[src/irq_ctrl_map.vh]
// Purpose: Register offsets, field positions, reset values, timing counts
// Assumes: AHB-Lite byte addresses; one register per aligned word
// Notes: Printed offsets 0x38/0x39 are not both word multiples, so they are indices
`ifndef IRQ_CTRL_MAP_VH
`define IRQ_CTRL_MAP_VH

// Register indices (byte address is four times the index)
`define IDX_FLAGS 8'h38
`define IDX_ENABLES 8'h39
`define IDX_PIN_EN 8'h3B
`define IDX_PIN_FLAGS 8'h3A
`define IDX_CORE_CTRL 8'h35
`define IDX_STATUS 8'h3F
`define IDX_CORE_CMD 8'h40
`define IDX_VECTOR 8'h41

// Bit positions shared by enables and flags
`define BIT_T2_CMP 7
`define BIT_T2_OVF 6
`define BIT_T1_CAP 5
`define BIT_T1_CMPA 4
`define BIT_T1_CMPB 3
`define BIT_T1_OVF 2
`define BIT_RSVD 1
`define BIT_T0_OVF 0
`define TIMER_BITS_MASK 8'hFD

// External pin enable and flag positions
`define BIT_PIN_ONE 7
`define BIT_PIN_ZERO 6
`define PIN_BITS_MASK 8'hC0

// Sense field encodings
`define SENSE_LOW 2'h0
`define SENSE_FALL 2'h2
`define SENSE_RISE 2'h3

// Global enable position in the core status word
`define BIT_GLOBAL_EN 7

// Core command register bits
`define CMD_INSTR_DONE 0
`define CMD_RETURN 1

// Reset values
`define RST_FLAGS 8'h00
`define RST_ENABLES 8'h00
`define RST_CTRL 8'h00
`define RST_STATUS 8'h00

// Vector addresses
`define VEC_PIN_ZERO 12'h001
`define VEC_PIN_ONE 12'h002
`define VEC_T2_CMP 12'h003
`define VEC_T2_OVF 12'h004
`define VEC_T1_CAP 12'h005
`define VEC_T1_CMPA 12'h006
`define VEC_T1_CMPB 12'h007
`define VEC_T1_OVF 12'h008
`define VEC_T0_OVF 12'h009

// Entry and return lengths in clock cycles
`define ENTRY_CYCLES 3'h4
`define RETURN_CYCLES 3'h4

`endif

[src/pin_sense.v]
// Purpose: Synchronise one external interrupt pin and detect its sense event
// Assumes: Pin is asynchronous to clock
// Notes: Level mode output follows the synchronised pin, no memory
`timescale 1ns/1ps
`default_nettype none
`include "irq_ctrl_map.vh"

module pin_sense (
    input wire clock, // System clock
    input wire srst, // Synchronous reset, active high
    input wire pinIn, // Raw pin level
    input wire [1:0] sense, // Sense selection
    output wire edgeHit, // One-cycle pulse on selected edge
    output wire levelLow // High while level mode and pin is low
);

    reg sync1_ff;
    reg sync2_ff;
    reg prev_ff;

    // Two-stage synchroniser then a history stage for edges
    always @(posedge clock) begin
        if (srst) begin
            sync1_ff <= 1'b1;
            sync2_ff <= 1'b1;
            prev_ff <= 1'b1;
        end else begin
            sync1_ff <= pinIn;
            sync2_ff <= sync1_ff;
            prev_ff <= sync2_ff;
        end
    end

    // Edge and level decode; reserved code detects nothing
    assign edgeHit = ((sense == `SENSE_FALL) && prev_ff && !sync2_ff) ||
        ((sense == `SENSE_RISE) && !prev_ff && sync2_ff);
    assign levelLow = (sense == `SENSE_LOW) && !sync2_ff;

endmodule
`default_nettype wire

[src/timer_and_pin_interrupt_ctrl.v]
// Purpose: Timer and external pin interrupt flags, enables and vectoring
// Assumes: Timers give one-cycle event pulses; core signals instruction ends
// Notes: Registers reached over AHB-Lite, one word per register
`timescale 1ns/1ps
`default_nettype none
`include "irq_ctrl_map.vh"

module timer_and_pin_interrupt_ctrl #(
    parameter SP_WIDTH = 16, // Stack pointer width
    parameter SP_RESET = 16'h00FF // Stack pointer after reset
) (
    input wire clock, // System clock, 50 MHz
    input wire srst, // Synchronous reset, active high
    input wire hsel, // AHB slave select
    input wire [31:0] haddr, // AHB address
    input wire [1:0] htrans, // AHB transfer type
    input wire hwrite, // AHB write
    input wire [2:0] hsize, // AHB size
    input wire [31:0] hwdata, // AHB write data
    input wire hready, // AHB bus ready
    output reg [31:0] hrdata, // AHB read data
    output wire hreadyout, // AHB slave ready
    output wire hresp, // AHB response, always OKAY
    input wire t2CompareMatch, // Timer-2 count equals compare value
    input wire t2Overflow, // Timer-2 normal overflow
    input wire t2PwmLeaveZero, // Timer-2 PWM count leaves 00
    input wire t2PwmMode, // Timer-2 is in PWM mode
    input wire t1CaptureDone, // Count copied to capture register
    input wire t1CompareAMatch, // Timer-1 count equals compare A
    input wire t1CompareBMatch, // Timer-1 count equals compare B
    input wire t1Overflow, // Timer-1 normal overflow
    input wire t1PwmLeaveZero, // Timer-1 PWM count leaves 0000
    input wire t1PwmMode, // Timer-1 is in PWM mode
    input wire t0Overflow, // Timer-0 overflow
    input wire extIrqPinZero, // External pin zero level
    input wire extIrqPinOne, // External pin one level
    input wire instrDone, // Core finished current instruction
    input wire [15:0] returnPc, // PC to save on entry
    input wire [15:0] poppedPc, // PC read back from stack
    input wire irqReturnInstr, // Core executes interrupt return
    output reg vectorValid, // One-cycle pulse: fetch from vectorAddr
    output reg [11:0] vectorAddr, // Vector address being taken
    output reg entryBusy, // Entry sequence in progress
    output reg returnDone, // One-cycle pulse: resume at resumePc
    output reg [15:0] resumePc, // PC restored by return
    output reg pushStrobe, // One-cycle pulse: write pushByte
    output reg [7:0] pushByte, // Byte pushed to stack
    output reg [SP_WIDTH-1:0] stackPtr, // Current stack pointer
    output wire globalEnable // Global interrupt enable
);

    localparam ST_IDLE = 2'h0;
    localparam ST_ENTRY = 2'h1;
    localparam ST_RETURN = 2'h2;

    reg [7:0] flags_ff;
    reg [7:0] enables_ff;
    reg [7:0] pinEn_ff;
    reg [7:0] pinFlags_ff;
    reg [7:0] coreCtrl_ff;
    reg [7:0] status_ff;
    reg [1:0] state_ff;
    reg [2:0] count_ff;
    reg holdOff_ff;
    reg [3:0] srcSel_ff;
    reg [15:0] savedPc_ff;
    reg wrPend_ff;
    reg rdPend_ff;
    reg [7:0] idx_ff;

    wire pinZeroEdge;
    wire pinZeroLow;
    wire pinOneEdge;
    wire pinOneLow;

    // Pin inputs are sampled regardless of any port direction setting
    pin_sense senseZero (
        .clock(clock),
        .srst(srst),
        .pinIn(extIrqPinZero),
        .sense(coreCtrl_ff[1:0]),
        .edgeHit(pinZeroEdge),
        .levelLow(pinZeroLow)
    );
    pin_sense senseOne (
        .clock(clock),
        .srst(srst),
        .pinIn(extIrqPinOne),
        .sense(coreCtrl_ff[3:2]),
        .edgeHit(pinOneEdge),
        .levelLow(pinOneLow)
    );

    // Word index of an AHB byte address
    function [7:0] wordIndex;
        input [31:0] addr;
        begin
            wordIndex = addr[9:2];
        end
    endfunction

    // Priority encoder over nine sources, lower vector first
    function [3:0] pickSource;
        input [8:0] req;
        integer i;
        begin
            pickSource = 4'hF;
            for (i = 8; i >= 0; i = i - 1) begin
                if (req[i]) begin
                    pickSource = i[3:0];
                end
            end
        end
    endfunction

    // AHB address phase capture
    wire addrPhase = hsel && htrans[1] && hready;
    always @(posedge clock) begin
        if (srst) begin
            wrPend_ff <= 1'b0;
            rdPend_ff <= 1'b0;
            idx_ff <= 8'h00;
        end else begin
            wrPend_ff <= addrPhase && hwrite;
            rdPend_ff <= addrPhase && !hwrite;
            idx_ff <= wordIndex(haddr);
        end
    end
    assign hreadyout = 1'b1;
    assign hresp = 1'b0;

    wire wrFlags = wrPend_ff && (idx_ff == `IDX_FLAGS);
    wire wrEnables = wrPend_ff && (idx_ff == `IDX_ENABLES);
    wire wrPinEn = wrPend_ff && (idx_ff == `IDX_PIN_EN);
    wire wrPinFlags = wrPend_ff && (idx_ff == `IDX_PIN_FLAGS);
    wire wrCtrl = wrPend_ff && (idx_ff == `IDX_CORE_CTRL);
    wire wrStatus = wrPend_ff && (idx_ff == `IDX_STATUS);
    wire [7:0] wd = hwdata[7:0];

    // Requests: sources 0..8 map to vectors 001..009
    wire gie = status_ff[`BIT_GLOBAL_EN];
    wire [8:0] pending;
    assign pending[0] = pinEn_ff[`BIT_PIN_ZERO] &&
        (pinFlags_ff[`BIT_PIN_ZERO] || pinZeroLow);
    assign pending[1] = pinEn_ff[`BIT_PIN_ONE] &&
        (pinFlags_ff[`BIT_PIN_ONE] || pinOneLow);
    assign pending[2] = enables_ff[`BIT_T2_CMP] && flags_ff[`BIT_T2_CMP];
    assign pending[3] = enables_ff[`BIT_T2_OVF] && flags_ff[`BIT_T2_OVF];
    assign pending[4] = enables_ff[`BIT_T1_CAP] && flags_ff[`BIT_T1_CAP];
    assign pending[5] = enables_ff[`BIT_T1_CMPA] &&
        flags_ff[`BIT_T1_CMPA];
    assign pending[6] = enables_ff[`BIT_T1_CMPB] &&
        flags_ff[`BIT_T1_CMPB];
    assign pending[7] = enables_ff[`BIT_T1_OVF] && flags_ff[`BIT_T1_OVF];
    assign pending[8] = enables_ff[`BIT_T0_OVF] && flags_ff[`BIT_T0_OVF];

    // Accept only at an instruction boundary, idle, global on, not held off
    wire take = (state_ff == ST_IDLE) && gie && (|pending) && instrDone &&
        !holdOff_ff;
    wire [3:0] src = pickSource(pending);
    wire vecFire = (state_ff == ST_ENTRY) && (count_ff == `ENTRY_CYCLES - 3'h1);
    wire retStart = (state_ff == ST_IDLE) && irqReturnInstr && !take;
    wire retEnd = (state_ff == ST_RETURN) &&
        (count_ff == `RETURN_CYCLES - 3'h1);

    // Hardware event sets per flag; PWM mode picks the leave-zero event
    wire [7:0] hwSet;
    assign hwSet[`BIT_T2_CMP] = t2CompareMatch;
    assign hwSet[`BIT_T2_OVF] = t2PwmMode ? t2PwmLeaveZero : t2Overflow;
    assign hwSet[`BIT_T1_CAP] = t1CaptureDone;
    assign hwSet[`BIT_T1_CMPA] = t1CompareAMatch;
    assign hwSet[`BIT_T1_CMPB] = t1CompareBMatch;
    assign hwSet[`BIT_T1_OVF] = t1PwmMode ? t1PwmLeaveZero : t1Overflow;
    assign hwSet[`BIT_RSVD] = 1'b0;
    assign hwSet[`BIT_T0_OVF] = t0Overflow;

    // Hardware clear when the vector is taken, one-hot on the flag bit
    reg [7:0] vecClr;
    reg [7:0] pinVecClr;
    always @* begin
        vecClr = 8'h00;
        pinVecClr = 8'h00;
        if (vecFire) begin
            case (srcSel_ff)
                4'h0: pinVecClr[`BIT_PIN_ZERO] = 1'b1;
                4'h1: pinVecClr[`BIT_PIN_ONE] = 1'b1;
                4'h2: vecClr[`BIT_T2_CMP] = 1'b1;
                4'h3: vecClr[`BIT_T2_OVF] = 1'b1;
                4'h4: vecClr[`BIT_T1_CAP] = 1'b1;
                4'h5: vecClr[`BIT_T1_CMPA] = 1'b1;
                4'h6: vecClr[`BIT_T1_CMPB] = 1'b1;
                4'h7: vecClr[`BIT_T1_OVF] = 1'b1;
                4'h8: vecClr[`BIT_T0_OVF] = 1'b1;
                default: vecClr = 8'h00;
            endcase
        end
    end

    // Flag registers: set beats clear; reserved bit forced zero
    wire [7:0] swClr = wrFlags ? wd : 8'h00;
    wire [7:0] nxt_flags = (hwSet | (flags_ff & ~(swClr | vecClr))) &
        `TIMER_BITS_MASK;
    wire [7:0] pinSet = {pinOneEdge, pinZeroEdge, 6'h00};
    wire [7:0] pinSwClr = wrPinFlags ? wd : 8'h00;
    // Level mode keeps no pin flag
    wire [7:0] pinLevelClr = {coreCtrl_ff[3:2] == `SENSE_LOW,
        coreCtrl_ff[1:0] == `SENSE_LOW, 6'h00};
    wire [7:0] nxt_pinFlags = (pinSet |
        (pinFlags_ff & ~(pinSwClr | pinVecClr))) & ~pinLevelClr &
        `PIN_BITS_MASK;

    // Register file updates
    always @(posedge clock) begin
        if (srst) begin
            flags_ff <= `RST_FLAGS;
            enables_ff <= `RST_ENABLES;
            pinEn_ff <= `RST_ENABLES;
            pinFlags_ff <= `RST_FLAGS;
            coreCtrl_ff <= `RST_CTRL;
            status_ff <= `RST_STATUS;
        end else begin
            flags_ff <= nxt_flags;
            pinFlags_ff <= nxt_pinFlags;
            if (wrEnables) begin
                enables_ff <= wd & `TIMER_BITS_MASK;
            end
            if (wrPinEn) begin
                pinEn_ff <= wd & `PIN_BITS_MASK;
            end
            if (wrCtrl) begin
                coreCtrl_ff <= wd & 8'h7F;
            end
            if (take) begin
                status_ff[`BIT_GLOBAL_EN] <= 1'b0;
            end else if (retEnd) begin
                status_ff[`BIT_GLOBAL_EN] <= 1'b1;
            end else if (wrStatus) begin
                status_ff <= wd;
            end
        end
    end
    assign globalEnable = gie;

    // Entry and return sequencer
    always @(posedge clock) begin
        if (srst) begin
            state_ff <= ST_IDLE;
            count_ff <= 3'h0;
            srcSel_ff <= 4'h0;
            savedPc_ff <= 16'h0000;
            holdOff_ff <= 1'b0;
            stackPtr <= SP_RESET[SP_WIDTH-1:0];
            vectorValid <= 1'b0;
            vectorAddr <= 12'h000;
            entryBusy <= 1'b0;
            returnDone <= 1'b0;
            resumePc <= 16'h0000;
            pushStrobe <= 1'b0;
            pushByte <= 8'h00;
        end else begin
            vectorValid <= 1'b0;
            returnDone <= 1'b0;
            pushStrobe <= 1'b0;
            if (instrDone && (state_ff == ST_IDLE)) begin
                holdOff_ff <= 1'b0;
            end
            case (state_ff)
                ST_IDLE: begin
                    count_ff <= 3'h0;
                    if (take) begin
                        state_ff <= ST_ENTRY;
                        srcSel_ff <= src;
                        savedPc_ff <= returnPc;
                        entryBusy <= 1'b1;
                    end else if (retStart) begin
                        state_ff <= ST_RETURN;
                    end
                end
                ST_ENTRY: begin
                    count_ff <= count_ff + 3'h1;
                    // Push low then high byte, SP down one per byte
                    if (count_ff == 3'h0 || count_ff == 3'h1) begin
                        pushStrobe <= 1'b1;
                        pushByte <= (count_ff == 3'h0) ? savedPc_ff[7:0] :
                            savedPc_ff[15:8];
                        stackPtr <= stackPtr - 1'b1;
                    end
                    if (vecFire) begin
                        state_ff <= ST_IDLE;
                        entryBusy <= 1'b0;
                        vectorValid <= 1'b1;
                        vectorAddr <= {8'h00, srcSel_ff} + 12'h001;
                    end
                end
                ST_RETURN: begin
                    count_ff <= count_ff + 3'h1;
                    if (count_ff == 3'h0 || count_ff == 3'h1) begin
                        stackPtr <= stackPtr + 1'b1;
                    end
                    if (retEnd) begin
                        state_ff <= ST_IDLE;
                        returnDone <= 1'b1;
                        resumePc <= poppedPc;
                        holdOff_ff <= 1'b1;
                    end
                end
                default: state_ff <= ST_IDLE;
            endcase
        end
    end

    // Read data, decoded combinationally in the data phase
    always @* begin
        hrdata = 32'h00000000;
        if (rdPend_ff) begin
            if (idx_ff == `IDX_FLAGS) begin
                hrdata = {24'h000000, flags_ff};
            end else if (idx_ff == `IDX_ENABLES) begin
                hrdata = {24'h000000, enables_ff};
            end else if (idx_ff == `IDX_PIN_EN) begin
                hrdata = {24'h000000, pinEn_ff};
            end else if (idx_ff == `IDX_PIN_FLAGS) begin
                hrdata = {24'h000000, pinFlags_ff};
            end else if (idx_ff == `IDX_CORE_CTRL) begin
                hrdata = {24'h000000, coreCtrl_ff};
            end else if (idx_ff == `IDX_STATUS) begin
                hrdata = {24'h000000, status_ff};
            end else if (idx_ff == `IDX_VECTOR) begin
                hrdata = {20'h00000, vectorAddr};
            end
        end
    end

endmodule
`default_nettype wire

[config.mk]
export PLATFORM = sky130hd
export DESIGN_NAME = timer_and_pin_interrupt_ctrl
export DESIGN_NICKNAME = d
export VERILOG_FILES = /design/src/pin_sense.v /design/src/timer_and_pin_interrupt_ctrl.v
export VERILOG_INCLUDE_DIRS = /design/src /design/src/src
export SDC_FILE = /design/constraint.sdc
export NUM_CORES = 1
export LEC_CHECK = 0
export CAP_MARGIN = 0
export CORE_UTILIZATION = 46
export DETAILED_ROUTE_END_ITERATION = 7
export DONT_BUFFER_PORTS = 1
export GPL_TIMING_DRIVEN = 1
export PLACE_DENSITY = 0.72
export SYNTH_ARGS = -nofsm -noshare
export SYNTH_HDL_FRONTEND = slang
export SYNTH_SLANG_ARGS = --single-unit
[constraint.sdc]
create_clock -name clock -period 3.85 [get_ports clock]
set_input_delay 0.77 -clock clock [delete_from_list [all_inputs] [get_ports clock]]
set_output_delay 0.77 -clock clock [all_outputs]
set_load 0.01 [all_outputs]
# Word level (Yosys, flattened, before mapping)
# Index checks and enable logic that the tools add are counted.
dict set report classes {
  n_eq_ne 29
  n_mux 53
  add_sub_neg 4
  bitwise 14
  reduce_logical 72
}
# operator count
set op_table {}
lappend op_table {{two-way mux 12 bit} 8}
lappend op_table {{== test 8 x 6 -> 1 bit, second input constant} 6}
lappend op_table {{two-way mux 8 bit} 5}
lappend op_table {{logical AND 1 bit} 38}
lappend op_table {{two-way mux 16 bit} 2}
lappend op_table {{two-way mux 4 bit} 8}
lappend op_table {{bitwise OR 8 bit} 4}
lappend op_table {{case mux 16 bit (2 select lines)} 1}
lappend op_table {{AND 8 bit} 3}
lappend op_table {{inverter 8 bit} 3}
lappend op_table {{two-way mux 1 bit} 20}
lappend op_table {{adder 16 x 1 -> 16 bit, second input constant} 1}
lappend op_table {{== test 4 x 3 -> 1 bit, second input constant} 4}
lappend op_table {{subtractor 16 x 1 -> 16 bit, second input constant} 1}
lappend op_table {{AND reduction 3 bit} 4}
lappend op_table {{== test 2 bit, second input constant} 5}
lappend op_table {{two-way mux 2 bit} 5}
lappend op_table {{OR reduction 9 bit} 1}
lappend op_table {{== test 4 x 2 -> 1 bit, second input constant} 2}
lappend op_table {{== test 8 x 7 -> 1 bit, second input constant} 1}
lappend op_table {{AND reduction 2 bit} 4}
lappend op_table {{nonzero test 2 bit} 4}
lappend op_table {{OR reduction 2 bit} 4}
lappend op_table {{zero test 1 bit} 7}
lappend op_table {{other kinds (19)} 31}
dict set report totals {
  elab_cells 203
  inputBits 121
  out_inout_bits 91
  ff_bits 138
}

# Depth between registers and ports, before layout
# Gate-level depths: netlist of run 1.
dict set report logic_depth {
  depth_word 13
  depth_mapped 11
  depth_no_buf 10
}

# Cells and area by module
# A second synthesis of run 1 with hierarchy kept.
dict set report unflattened {
  cells_unflattened 725
  area_unflattened_um2 6288.5
}
# module cells_per_inst seq_area_each_um2 n_inst area_per_inst_um2
set modules_own_cells {}
lappend modules_own_cells {timer_and_pin_interrupt_ctrl 705 2362.3 1 6073.3}
lappend modules_own_cells {pin_sense 10 60.1 2 107.6}

# Worst setup path after synthesis of run 1
# OpenSTA, ideal clock, no wires.
dict set report synth_timing {
  path_kind {reg-to-reg}
  start {register state_ff[0]}
  end {register stackPtr[15]}
  setup_slack_ps 1058
  arrival_ps 2668
  t_required_ps 3727
  path_buffers 0
  stages_incl_launch_ff 11
  setup_time_ps 123
  period_less_slack_ps 2792
  path_cell_list {dfxtp_1 > inv_1 > ha_1 > inv_1 > ha_1 > o211a_1 > a2111oi_4 > o21bai_2 > o211ai_2 > a22oi_1 > mux2_1}
}
dict set report synth_via {
  elab_chain_len 3
  elab_cells_between_ends 7
  classes_between {eq/ne (4); mux (1); reduce/logical (2)}
}
# element line
set synth_rtl {}
lappend synth_rtl {{from (decl)} timer_and_pin_interrupt_ctrl.v:62} ;# reg [1:0] state_ff;
lappend synth_rtl {{from (signal assigned)} timer_and_pin_interrupt_ctrl.v:247} ;# state_ff <= ST_IDLE;
lappend synth_rtl {{from (signal assigned)} timer_and_pin_interrupt_ctrl.v:271} ;# state_ff <= ST_ENTRY;
lappend synth_rtl {{from (signal assigned)} timer_and_pin_interrupt_ctrl.v:276} ;# state_ff <= ST_RETURN;
lappend synth_rtl {{== test 2 bit or == test 2 x 1 -> 1 bit (tied branches)} timer_and_pin_interrupt_ctrl.v:267} ;# case (state_ff)
lappend synth_rtl {{inequality test 2 x 1 -> 1 bit (no source line) or nonzero test 2 bit (tied branches)} n/a}
lappend synth_rtl {{AND reduction 3 bit (no source line)} n/a}
lappend synth_rtl {{to (signal assigned)} timer_and_pin_interrupt_ctrl.v:252} ;# stackPtr <= SP_RESET[SP_WIDTH-1:0];
lappend synth_rtl {{to (signal assigned)} timer_and_pin_interrupt_ctrl.v:286} ;# stackPtr <= stackPtr - 1'b1;
lappend synth_rtl {{to (signal assigned)} timer_and_pin_interrupt_ctrl.v:298} ;# stackPtr <= stackPtr + 1'b1;
lappend synth_rtl {{to (decl)} timer_and_pin_interrupt_ctrl.v:48} ;# output reg [SP_WIDTH-1:0] stackPtr,
# Several ways; a longest one is shown, not always the timed one.
# A chain may end at the register's enable or synchronous reset.

# Final worst setup path of run 1
dict set report layout_timing {
  start {register idx_ff[0]}
  end {output port hrdata[1]}
}
dict set report layout_via {
  elab_chain_len 9
  elab_cells_between_ends 15
  classes_between {eq/ne (7); mux (8)}
}
# element line
set layout_rtl {}
lappend layout_rtl {{from (decl)} timer_and_pin_interrupt_ctrl.v:69} ;# reg [7:0] idx_ff;
lappend layout_rtl {{from (signal assigned)} timer_and_pin_interrupt_ctrl.v:126} ;# idx_ff <= wordIndex(haddr);
lappend layout_rtl {{== test 8 x 7 -> 1 bit (no source line)} n/a}
lappend layout_rtl {{two-way mux 12 bit} timer_and_pin_interrupt_ctrl.v:328} ;# end else if (idx_ff == `IDX_VECTOR) begin
lappend layout_rtl {{two-way mux 12 bit} timer_and_pin_interrupt_ctrl.v:326} ;# end else if (idx_ff == `IDX_STATUS) begin
lappend layout_rtl {{two-way mux 12 bit} timer_and_pin_interrupt_ctrl.v:324} ;# end else if (idx_ff == `IDX_CORE_CTRL) begin
lappend layout_rtl {{two-way mux 12 bit} timer_and_pin_interrupt_ctrl.v:322} ;# end else if (idx_ff == `IDX_PIN_FLAGS) begin
lappend layout_rtl {{two-way mux 12 bit} timer_and_pin_interrupt_ctrl.v:320} ;# end else if (idx_ff == `IDX_PIN_EN) begin
lappend layout_rtl {{two-way mux 12 bit} timer_and_pin_interrupt_ctrl.v:318} ;# end else if (idx_ff == `IDX_ENABLES) begin
lappend layout_rtl {{two-way mux 12 bit *} timer_and_pin_interrupt_ctrl.v:316} ;# if (idx_ff == `IDX_FLAGS) begin
lappend layout_rtl {{two-way mux 12 bit *} timer_and_pin_interrupt_ctrl.v:315} ;# if (rdPend_ff) begin
lappend layout_rtl {{to (decl)} timer_and_pin_interrupt_ctrl.v:21} ;# output reg [31:0] hrdata,
# Every way passes the cells marked *; elsewhere a longest branch is shown, timed or not.

==> flow_summary.json, run 1 <==
{
  "run_status": "complete, no violations",
  "antenna_found_initial": 0,
  "syn_to_final_growth_pct": 9.361,
  "critPathSlowestCell": "dfxtp_1",
  "dr.pass1.iters": 5,
  "whs_ps": 412.7,
  "die_y_um": 117.6,
  "p_int_uw": 2551,
  "clock-sinks": 124,
  "core_area_um2": 12820,
  "ys.flop_type": "dfxtp_1",
  "pwr-share-seq": 0.402,
  "cts_tree": "yes",
  "endpoint_kind": "output port",
  "dp_slack_ps": 650.8,
  "hp-start": "senseOne.sync1_ff",
  "clk_path_buf_depth": 2,
  "nFillCells": 1210,
  "ant_nets": 0,
  "grt_remaining_overflow": 0,
  "cp_data_required_time_ps": 3080,
  "netlist.top_cell.by_area": "dfxtp_1",
  "r2r_end": "stackPtr[15]",
  "post-route-period-util": 0.8686,
  "cp.arrival_ps": 2570,
  "die_w_um": 117.6,
  "ys_warn_count": 0,
  "diodes": 0,
  "drt_wl_total_um": 14770,
  "p_total_uw": 3451,
  "synth.top_cell.area_share": 0.4037,
  "io_buffer_count": 0,
  "synth-compound-area-share": 0.1634,
  "ys_top_cells_by_count": "dfxtp_1 (124), nand2_1 (108), nor2_1 (79), a21oi_1 (54), mux2i_1 (44)",
  "switching_share": 0.2607,
  "ctsHtreeMaxLevel": 4,
  "vias": 4932,
  "grt_pass1_vias": 4758,
  "postCtsHoldBufs": 0,
  "hold_viol": 0,
  "min-delay-path-class": "register to register",
  "synthSimpleGateAreaFrac": 0.2078,
  "multi_input_area_um2": 3351,
  "r2r_start": "state_ff[0]",
  "via_per_inst": 5.560,
  "cp_cell_sequence": "inv_2, or3_1, nor3_2, a222oi_1, nor3b_1",
  "die-area_um2": 13830,
  "maxSlewViolCount": 0,
  "synth.most_common_cell": "dfxtp_1",
  "power_switching_uw": 899.5,
  "maxCapViolCount": 0,
  "clkPwrFrac": 0.462,
  "avgSynthCellArea_um2": 8.611,
  "cts_setup_buffers": 0,
  "first_iter_violations": 319,
  "synth_xor_area_frac": 0.01852,
  "vdd_drop_max_mv": 0.3285,
  "drive_above_1_share": 0.07972,
  "rows": 41,
  "worst_slew_pin_slew_ps": 872.9,
  "cp_max_fo": 9,
  "drc_errors": 0,
  "nets": 850,
  "rsz0062_at_grt": "false",
  "netlist_area_um2": 6148,
  "path_clk_slew_ps": 50,
  "ys_seq_area_frac": 0.4037,
  "wire_per_inst_um": 16.65,
  "ctsRootBufferMaster": "clkbuf_16",
  "post_cts_resize_count": 0,
  "start_kind": "register",
  "grt_max_degree": 126,
  "grt_pass1_wl_um": 23680,
  "relSlewSlack": 0.4142,
  "synth_top_cells_by_area": "dfxtp_1 (40%), mux2i_1 (7.2%), nand2_1 (6.6%)",
  "whs_endpoint": "senseOne.sync2_ff",
  "synth-edff-count": 0,
  "gp_congestion": 0.9163,
  "syn-instance-count": 714,
  "ff_latch_area_um2": 2482,
  "finalSetupTns_ps": 0,
  "worst-setup-path-type": "register to output port",
  "yosys_register_bits": 124,
  "clock_skew_ps": 9.924,
  "dp_hpwl_um": 10530,
  "timing.final.ws_setup_ps": 505.8,
  "grt_use_total": 0.2152,
  "p_leak_uw": 0.002607,
  "numCtsBuffers": 17,
  "yosys-mux-area-fraction": 0.07896,
  "whs_path_depth": 1,
  "clock.fmax_ghz": 0.2990,
  "p_per_area_nw_per_um2": 513.2,
  "rrSetupSlack_ps": 630,
  "async_flop_share": 0,
  "synth_cell_types": 67,
  "io_pins": 212,
  "synth_fa_ha_area_frac": 0.05617,
  "start_util": 0.4794,
  "ff2ff_path_depth": 10,
  "setup_viol": 0,
  "max_stage_delay_ps": 540,
  "fin_crit_ps": 3344,
  "synth_top_family_by_area": "simple AND/OR/NAND/NOR gates",
  "comb_power_share": 0.136,
  "clkLatencyLatePin_ps": 420
}
## critical path: cells and delay by family (launching register included)
| family | cells | cell delay (ps) |
|---|---|---|
| compound gates | 1 | 170 |
| buf+inv | 1 | 170 |
| flops | 1 | 540 |
| simple gates | 3 | 1270 |
## logic make-up (layout without fill, tap and decap cells)
| logic type | Yosys count | count (layout) |
|---|---|---|
| compound gates | 149 | 149 |
| buf+inv | 80 | 50 |
| simple gates | 272 | 272 |
| xor+xnor | 13 | 13 |
| fa+ha+maj | 27 | 27 |
| other cells | 2 | 33 |
| flops | 124 | 124 |
| mux | 47 | 47 |
## cell usage in the layout, fill, tap and decap left out, types with 4 or more instances in the layout
cell type,n
clkbuf_16,17
a211oi_1,12
o21ai_1,5
nor2_1,79
nand4_1,4
inv_1,14
a211o_1,7
nor3_1,7
and2_1,5
nand3_1,21
clkbuf_8,4
clkinv_2,5
a31oi_1,7
a21o_1,6
mux2i_1,44
o21ai_0,18
xnor2_1,9
a222oi_1,4
or2_2,7
ha_1,26
a21oi_1,54
conb_1,33
nor3b_1,4
nand2_1,108
a22oi_1,7
xor2_1,4
dfxtp_1,124
nor2b_1,12
## stage by stage
step | instance area (um^2) | std cells | util
after floorplan | 6265 | 745 | -
after global placement | 6127 | 855 | 0.4778
after detailed placement | 6127 | 855 | 0.4778
after CTS | 6724 | 887 | 0.5243
after global routing | 6724 | 887 | 0.5243
final | 6724 | 887 | 0.5243
## power by group through the flow
stage                     combinational [uW]  sequential [uW]  clock, uW
after CTS                                466             1390       1630
after global routing                     524             1390       1680
after global placement                   447             1410          0
final                                    468             1390       1600
after floorplan                          437             1400          0
after detailed placement                 461             1420          0
## how the worst max path moves through the flow
stage | startpoint | endpoint | slack, ps | depth (start not counted)
global route | idx_ff[0] | hrdata[1] | 410 | 5
global placement | state_ff[0] | stackPtr[15] | 720 | 10
detailed placement | state_ff[0] | stackPtr[15] | 650 | 10
floorplan | state_ff[0] | stackPtr[15] | 1060 | 10
CTS | idx_ff[0] | hrdata[1] | 500 | 5
finish | idx_ff[0] | hrdata[1] | 510 | 5
## routing by layer
| metal | vias to the layer above | share of wire | global-route usage |
|---|---|---|---|
| met5 | - | 0 | 0 |
| met4 | 0 | 0.019 | 0.08494 |
| met3 | 26 | 0.081 | 0.07413 |
| met2 | 188 | 0.49 | 0.3596 |
| met1 | 2302 | 0.41 | 0.2514 |
| li1 | 2416 | - | - |
## state kept, by name (all words and copies together), names as in the netlist, 2 cells and up
signal	flops
coreCtrl_ff	7
count_ff	3
enables_ff	7
flags_ff	7
idx_ff	8
pinEn_ff	2
pinFlags_ff	2
pushByte	8
resumePc	16
savedPc_ff	16
srcSel_ff	4
stackPtr	16
state_ff	2
status_ff	8
vectorAddr	5
## layout make-up
class	instances	area share
flip-flops and latches	124	0.3692
clock inverters	11	0.01731
inverters	15	0.008374
multi-input cells	541	0.4983
clock buffers	21	0.07146
well taps	172	0.03201
repair buffers	3	0.003349
(Power assumes the default switching activity.)
==> run 2, diff against run 1 <==
--- a/config.mk
+++ b/config.mk
@@ -6,12 +6,12 @@
 export SDC_FILE = /design/constraint.sdc
 export NUM_CORES = 1
 export LEC_CHECK = 0
-export CAP_MARGIN = 0
-export CORE_UTILIZATION = 46
+export CAP_MARGIN = 20
+export CORE_UTILIZATION = 43
 export DETAILED_ROUTE_END_ITERATION = 7
 export DONT_BUFFER_PORTS = 1
 export GPL_TIMING_DRIVEN = 1
-export PLACE_DENSITY = 0.72
+export PLACE_DENSITY = 0.69
 export SYNTH_ARGS = -nofsm -noshare
 export SYNTH_HDL_FRONTEND = slang
 export SYNTH_SLANG_ARGS = --single-unit
==> run 2 against run 1 <==
  * Combinational power rose by 2%
  * Total power increased by 1.7%
  * Clock-buffer cell count fell by 2
==> flow_summary.json, run 2 (synthesized netlist as in run 1, its figures left out) <==
{
  "die-area_um2": 14780,
  "cp_data_required_time_ps": 3080,
  "post_cts_resize_count": 0,
  "clock_skew_ps": 8.239,
  "p_int_uw": 2575,
  "postCtsHoldBufs": 0,
  "nFillCells": 1324,
  "nets": 851,
  "io_pins": 212,
  "clk_path_buf_depth": 2,
  "critPathSlowestCell": "dfxtp_1",
  "whs_ps": 412.4,
  "switching_share": 0.2665,
  "maxCapViolCount": 0,
  "p_total_uw": 3511,
  "vias": 4933,
  "final_cells": 896,
  "pwr-share-seq": 0.395,
  "dp_slack_ps": 848.5,
  "whs_endpoint": "senseOne.sync2_ff",
  "wire_per_inst_um": 16.36,
  "clock-sinks": 124,
  "ctsRootBufferMaster": "clkbuf_16",
  "die_y_um": 121.6,
  "clkPwrFrac": 0.469,
  "gp_congestion": 0.8888,
  "dp_hpwl_um": 10530,
  "post-route-period-util": 0.8590,
  "ff2ff_path_depth": 11,
  "cp_cell_sequence": "inv_2, or3_1, nor3_2, a222oi_1, nor3b_1",
  "cp_max_fo": 9,
  "cts_tree": "yes",
  "antenna_found_initial": 0,
  "power_switching_uw": 935.7,
  "placed_cells": 864,
  "run_status": "complete, no violations",
  "path_buf_inv": 1,
  "cts_setup_buffers": 0,
  "ctsHtreeMaxLevel": 4,
  "ant_nets": 0,
  "min-delay-path-class": "register to register",
  "clkLatencyLatePin_ps": 420,
  "syn_to_final_growth_pct": 9.870,
  "r2r_end": "stackPtr[12]",
  "first_iter_violations": 326,
  "start_kind": "register",
  "grt_use_total": 0.2050,
  "drt_wl_total_um": 14660,
  "fin_crit_ps": 3307,
  "start_util": 0.4412,
  "cp.arrival_ps": 2540,
  "maxSlewViolCount": 0,
  "rrSetupSlack_ps": 810,
  "vdd_drop_max_mv": 0.3991,
  "drive_above_1_share": 0.07961,
  "endpoint_kind": "output port",
  "largestRegisters": "resumePc: 16 flops, savedPc_ff: 16 flops, stackPtr: 16 flops",
  "final_common_cell": "dfxtp_1",
  "grt_pass1_wl_um": 23220,
  "via_per_inst": 5.506,
  "grt_remaining_overflow": 0,
  "timing.final.ws_setup_ps": 542.9,
  "path_delay_family": "simple AND/OR/NAND/NOR gates",
  "max_stage_delay_ps": 530,
  "grt_max_degree": 126,
  "finalSetupTns_ps": 0,
  "p_per_area_nw_per_um2": 519.8,
  "comb_power_share": 0.136,
  "path_clk_slew_ps": 60,
  "clock.fmax_ghz": 0.3024,
  "drc_errors": 0,
  "layout_common_cells": "dfxtp_1 (124), nand2_1 (108), nor2_1 (79)",
  "die_w_um": 121.6,
  "whs_path_depth": 1,
  "setup_viol": 0,
  "r2r_start": "state_ff[0]",
  "numCtsBuffers": 17,
  "hold_viol": 0,
  "io_buffer_count": 0,
  "grt_pass1_vias": 4743,
  "relSlewSlack": 0.4101,
  "p_leak_uw": 0.002614,
  "dr.pass1.iters": 5,
  "hp-start": "senseOne.sync1_ff",
  "core_area_um2": 13930,
  "worst_slew_pin_slew_ps": 879.0,
  "rows": 43,
  "diodes": 0,
  "worst-setup-path-type": "register to output port",
  "rsz0062_at_grt": "false"
}
==> run 2: how the worst max path moves through the flow <==
| stage | slack [ps] | startpoint | end | depth (start not counted) |
|---|---|---|---|---|
| 2_1_floorplan | 1060 | state_ff[0] | stackPtr[15] | 10 |
| 3_3_place_gp | 950 | state_ff[0] | stackPtr[15] | 10 |
| 3_5_place_dp | 850 | state_ff[0] | stackPtr[12] | 11 |
| 4_1_cts | 550 | idx_ff[0] | hrdata[1] | 5 |
| 5_1_grt | 390 | idx_ff[0] | hrdata[1] | 5 |
| 6_report | 540 | idx_ff[0] | hrdata[1] | 5 |
==> run 2: power groups by stage <==
stage | Sequential (uW) | Clock [uW] | Combinational, uW
after floorplan | 1400 | 0 | 437
final | 1390 | 1650 | 476
after CTS | 1390 | 1680 | 472
after detailed placement | 1420 | 0 | 468
after global placement | 1410 | 0 | 450
after global routing | 1390 | 1740 | 534
==> run 2: layout make-up <==
| cell class | instances | area, um^2 | share of cell area |
|---|---|---|---|
| inverters | 15 | 56.30 | 0.008335 |
| clock buffers | 19 | 442.9 | 0.06557 |
| well taps | 180 | 225.2 | 0.03334 |
| multi-input cells | 541 | 3351 | 0.4960 |
| clock inverters | 13 | 167.7 | 0.02482 |
| repair buffers | 4 | 30.03 | 0.004445 |
| flip-flops and latches | 124 | 2482 | 0.3675 |
==> run 2: metal layers <==
layer | GRT usage | up-vias | routed length, um
met5 | 0 | - | 0
met4 | 0.08873 | 0 | 248
met3 | 0.06601 | 17 | 940
met2 | 0.3555 | 145 | 7387
met1 | 0.2294 | 2361 | 6083
li1 | - | 2410 | -
==> run 2: per-stage QoR <==
stage                 util  cell area (um^2)
detailed placement  0.4410              6145
floorplan                -              6265
global route        0.4848              6755
CTS                 0.4848              6755
global placement    0.4410              6145
finish              0.4848              6755
==> run 2: worst register-to-register path: cells and delay by family, from the launching register on <==
kind / cells / cell delay [ps]
buf+inv: 3 / 580
flops: 1 / 390
compound gates: 4 / 860
fa+ha+maj: 2 / 600
simple gates: 2 / 560
==> run 3, diff against run 2 <==
--- a/config.mk
+++ b/config.mk
@@ -11,7 +11,6 @@
 export DETAILED_ROUTE_END_ITERATION = 7
 export DONT_BUFFER_PORTS = 1
 export GPL_TIMING_DRIVEN = 1
-export PLACE_DENSITY = 0.69
 export SYNTH_ARGS = -nofsm -noshare
 export SYNTH_HDL_FRONTEND = slang
 export SYNTH_SLANG_ARGS = --single-unit
==> run 3 against run 2 <==
  * First-iteration DRC count decreased by 2.8%
  * Sequential power about the same
  * Critical path type unchanged
  * Global-route usage fell by 0.42 points
  * Total power grew 0.86%
  * Via count fell by 0.99%
  * Worst setup slack worse by 82 ps
  * Fmax fell by 2.4%
  * Wire length up 1.1%
  * Critical endpoint unchanged
==> flow_summary.json, run 3 (synthesized netlist as in run 1, its figures left out) <==
{
  "run_status": "complete, no violations",
  "r2r_end": "stackPtr[15]",
  "whs_ps": 415.7,
  "clk_path_buf_depth": 2,
  "final_common_cell": "dfxtp_1",
  "whs_endpoint": "senseOne.sync2_ff",
  "maxCapViolCount": 0,
  "relSlewSlack": 0.4867,
  "whs_path_depth": 1,
  "io_pins": 212,
  "critPathSlowestCell": "dfxtp_1",
  "clkLatencyLatePin_ps": 420,
  "rrSetupSlack_ps": 600,
  "drc_errors": 0,
  "fin_crit_ps": 3389,
  "power_switching_uw": 931.1,
  "die_w_um": 121.6,
  "via_per_inst": 5.457,
  "placed_cells": 863,
  "cp.arrival_ps": 2620,
  "final_cells": 895,
  "antenna_found_initial": 0,
  "die-area_um2": 14780,
  "postCtsHoldBufs": 0,
  "p_leak_uw": 0.002612,
  "drive_above_1_share": 0.07972,
  "wire_per_inst_um": 16.56,
  "start_util": 0.4412,
  "pwr-share-seq": 0.392,
  "core_area_um2": 13930,
  "grt_remaining_overflow": 0,
  "io_buffer_count": 0,
  "start_kind": "register",
  "rsz0062_at_grt": "false",
  "switching_share": 0.2629,
  "vias": 4884,
  "clkPwrFrac": 0.476,
  "drt_wl_total_um": 14820,
  "worst-setup-path-type": "register to output port",
  "diodes": 0,
  "grt_pass1_vias": 4491,
  "finalSetupTns_ps": 0,
  "largestRegisters": "resumePc: 16 flops, savedPc_ff: 16 flops, stackPtr: 16 flops",
  "ant_nets": 0,
  "die_y_um": 121.6,
  "first_iter_violations": 317,
  "grt_pass1_wl_um": 22630,
  "endpoint_kind": "output port",
  "ff2ff_path_depth": 10,
  "cp_data_required_time_ps": 3080,
  "post_cts_resize_count": 0,
  "dp_hpwl_um": 10450,
  "post-route-period-util": 0.8803,
  "cp_max_fo": 9,
  "numCtsBuffers": 17,
  "dr.pass1.iters": 7,
  "syn_to_final_growth_pct": 10.01,
  "min-delay-path-class": "register to register",
  "max_stage_delay_ps": 560,
  "vdd_drop_max_mv": 0.3652,
  "gp_congestion": 0.8697,
  "cts_tree": "yes",
  "path_clk_slew_ps": 60,
  "clock_skew_ps": 5.777,
  "worst_slew_pin_slew_ps": 767.1,
  "clock.fmax_ghz": 0.2950,
  "clock-sinks": 124,
  "nFillCells": 1305,
  "p_per_area_nw_per_um2": 523.6,
  "maxSlewViolCount": 0,
  "setup_viol": 0,
  "r2r_start": "state_ff[0]",
  "nets": 850,
  "rows": 43,
  "hp-start": "senseOne.sync1_ff",
  "comb_power_share": 0.133,
  "hold_viol": 0,
  "p_int_uw": 2610,
  "grt_use_total": 0.2008,
  "cp_cell_sequence": "inv_2, or3_1, nor3_2, a222oi_1, nor3b_1",
  "grt_max_degree": 126,
  "ctsRootBufferMaster": "clkbuf_16",
  "ctsHtreeMaxLevel": 4,
  "layout_common_cells": "dfxtp_1 (124), nand2_1 (108), nor2_1 (79)",
  "cts_setup_buffers": 0
}
==> run 3: cell count changes in the layout (fill, tap and decap cells not counted), moves of 2 or more <==
cell and change:
clkinv_4 -4, clkbuf_8 +2, inv_6 +2, clkinvlp_4 +2
==> run 3: metrics by stage <==
step / util / setup slack [ps] / area [um^2] / total power [uW]
after floorplan: - / 1058 / 6265 / 1834
after global placement: 0.4404 / 714.6 / 6137 / 1862
after detailed placement: 0.4404 / 625.7 / 6137 / 1880
after CTS: 0.4854 / 450.4 / 6764 / 3566
after global routing: 0.4854 / 345.2 / 6764 / 3688
final: 0.4854 / 460.7 / 6764 / 3541
==> run 3: routing by layer <==
| layer | part of all wire | track usage | up-vias | wire (um) |
|---|---|---|---|---|
| met4 | 0.020 | 0.08719 | 0 | 298 |
| li1 | - | - | 2410 | - |
| met3 | 0.067 | 0.06788 | 28 | 997 |
| met5 | 0 | 0 | - | 0 |
| met2 | 0.50 | 0.3452 | 154 | 7399 |
| met1 | 0.41 | 0.2249 | 2292 | 6123 |
==> run 3: final cells by class <==
class / instances / area (um^2) / area share
clock buffers: 20 / 466.7 / 0.06900
clock inverters: 12 / 160.2 / 0.02368
inverters: 15 / 56.30 / 0.008324
multi-input cells: 541 / 3351 / 0.4954
flip-flops and latches: 124 / 2482 / 0.3670
well taps: 180 / 225.2 / 0.03330
repair buffers: 3 / 22.52 / 0.003330
==> run 3: how the worst max path moves through the flow <==
stage,cells after the start,to,startpoint,slack [ps]
finish,5,hrdata[1],idx_ff[0],460
global route,5,hrdata[1],idx_ff[0],350
CTS,5,hrdata[1],idx_ff[0],450
detailed placement,10,stackPtr[15],state_ff[0],630
global placement,10,stackPtr[15],state_ff[0],710
floorplan,10,stackPtr[15],state_ff[0],1060
==> run 3: critical path: cells and delay by family (launching register included) <==
family                 cells  cell delay, ps
AND/OR/NAND/NOR            3            1280
flip-flops                 1             560
AO/OA/AOI/OAI              1             180
buffers and inverters      1             170
==> run 3: power groups by stage <==
stage | Combinational (uW) | Clock [uW] | Sequential [uW]
6_report | 470 | 1680 | 1390
5_1_grt | 527 | 1770 | 1390
4_1_cts | 467 | 1710 | 1390
3_5_place_dp | 464 | 0 | 1420
3_3_place_gp | 448 | 0 | 1410
2_1_floorplan | 437 | 0 | 1400
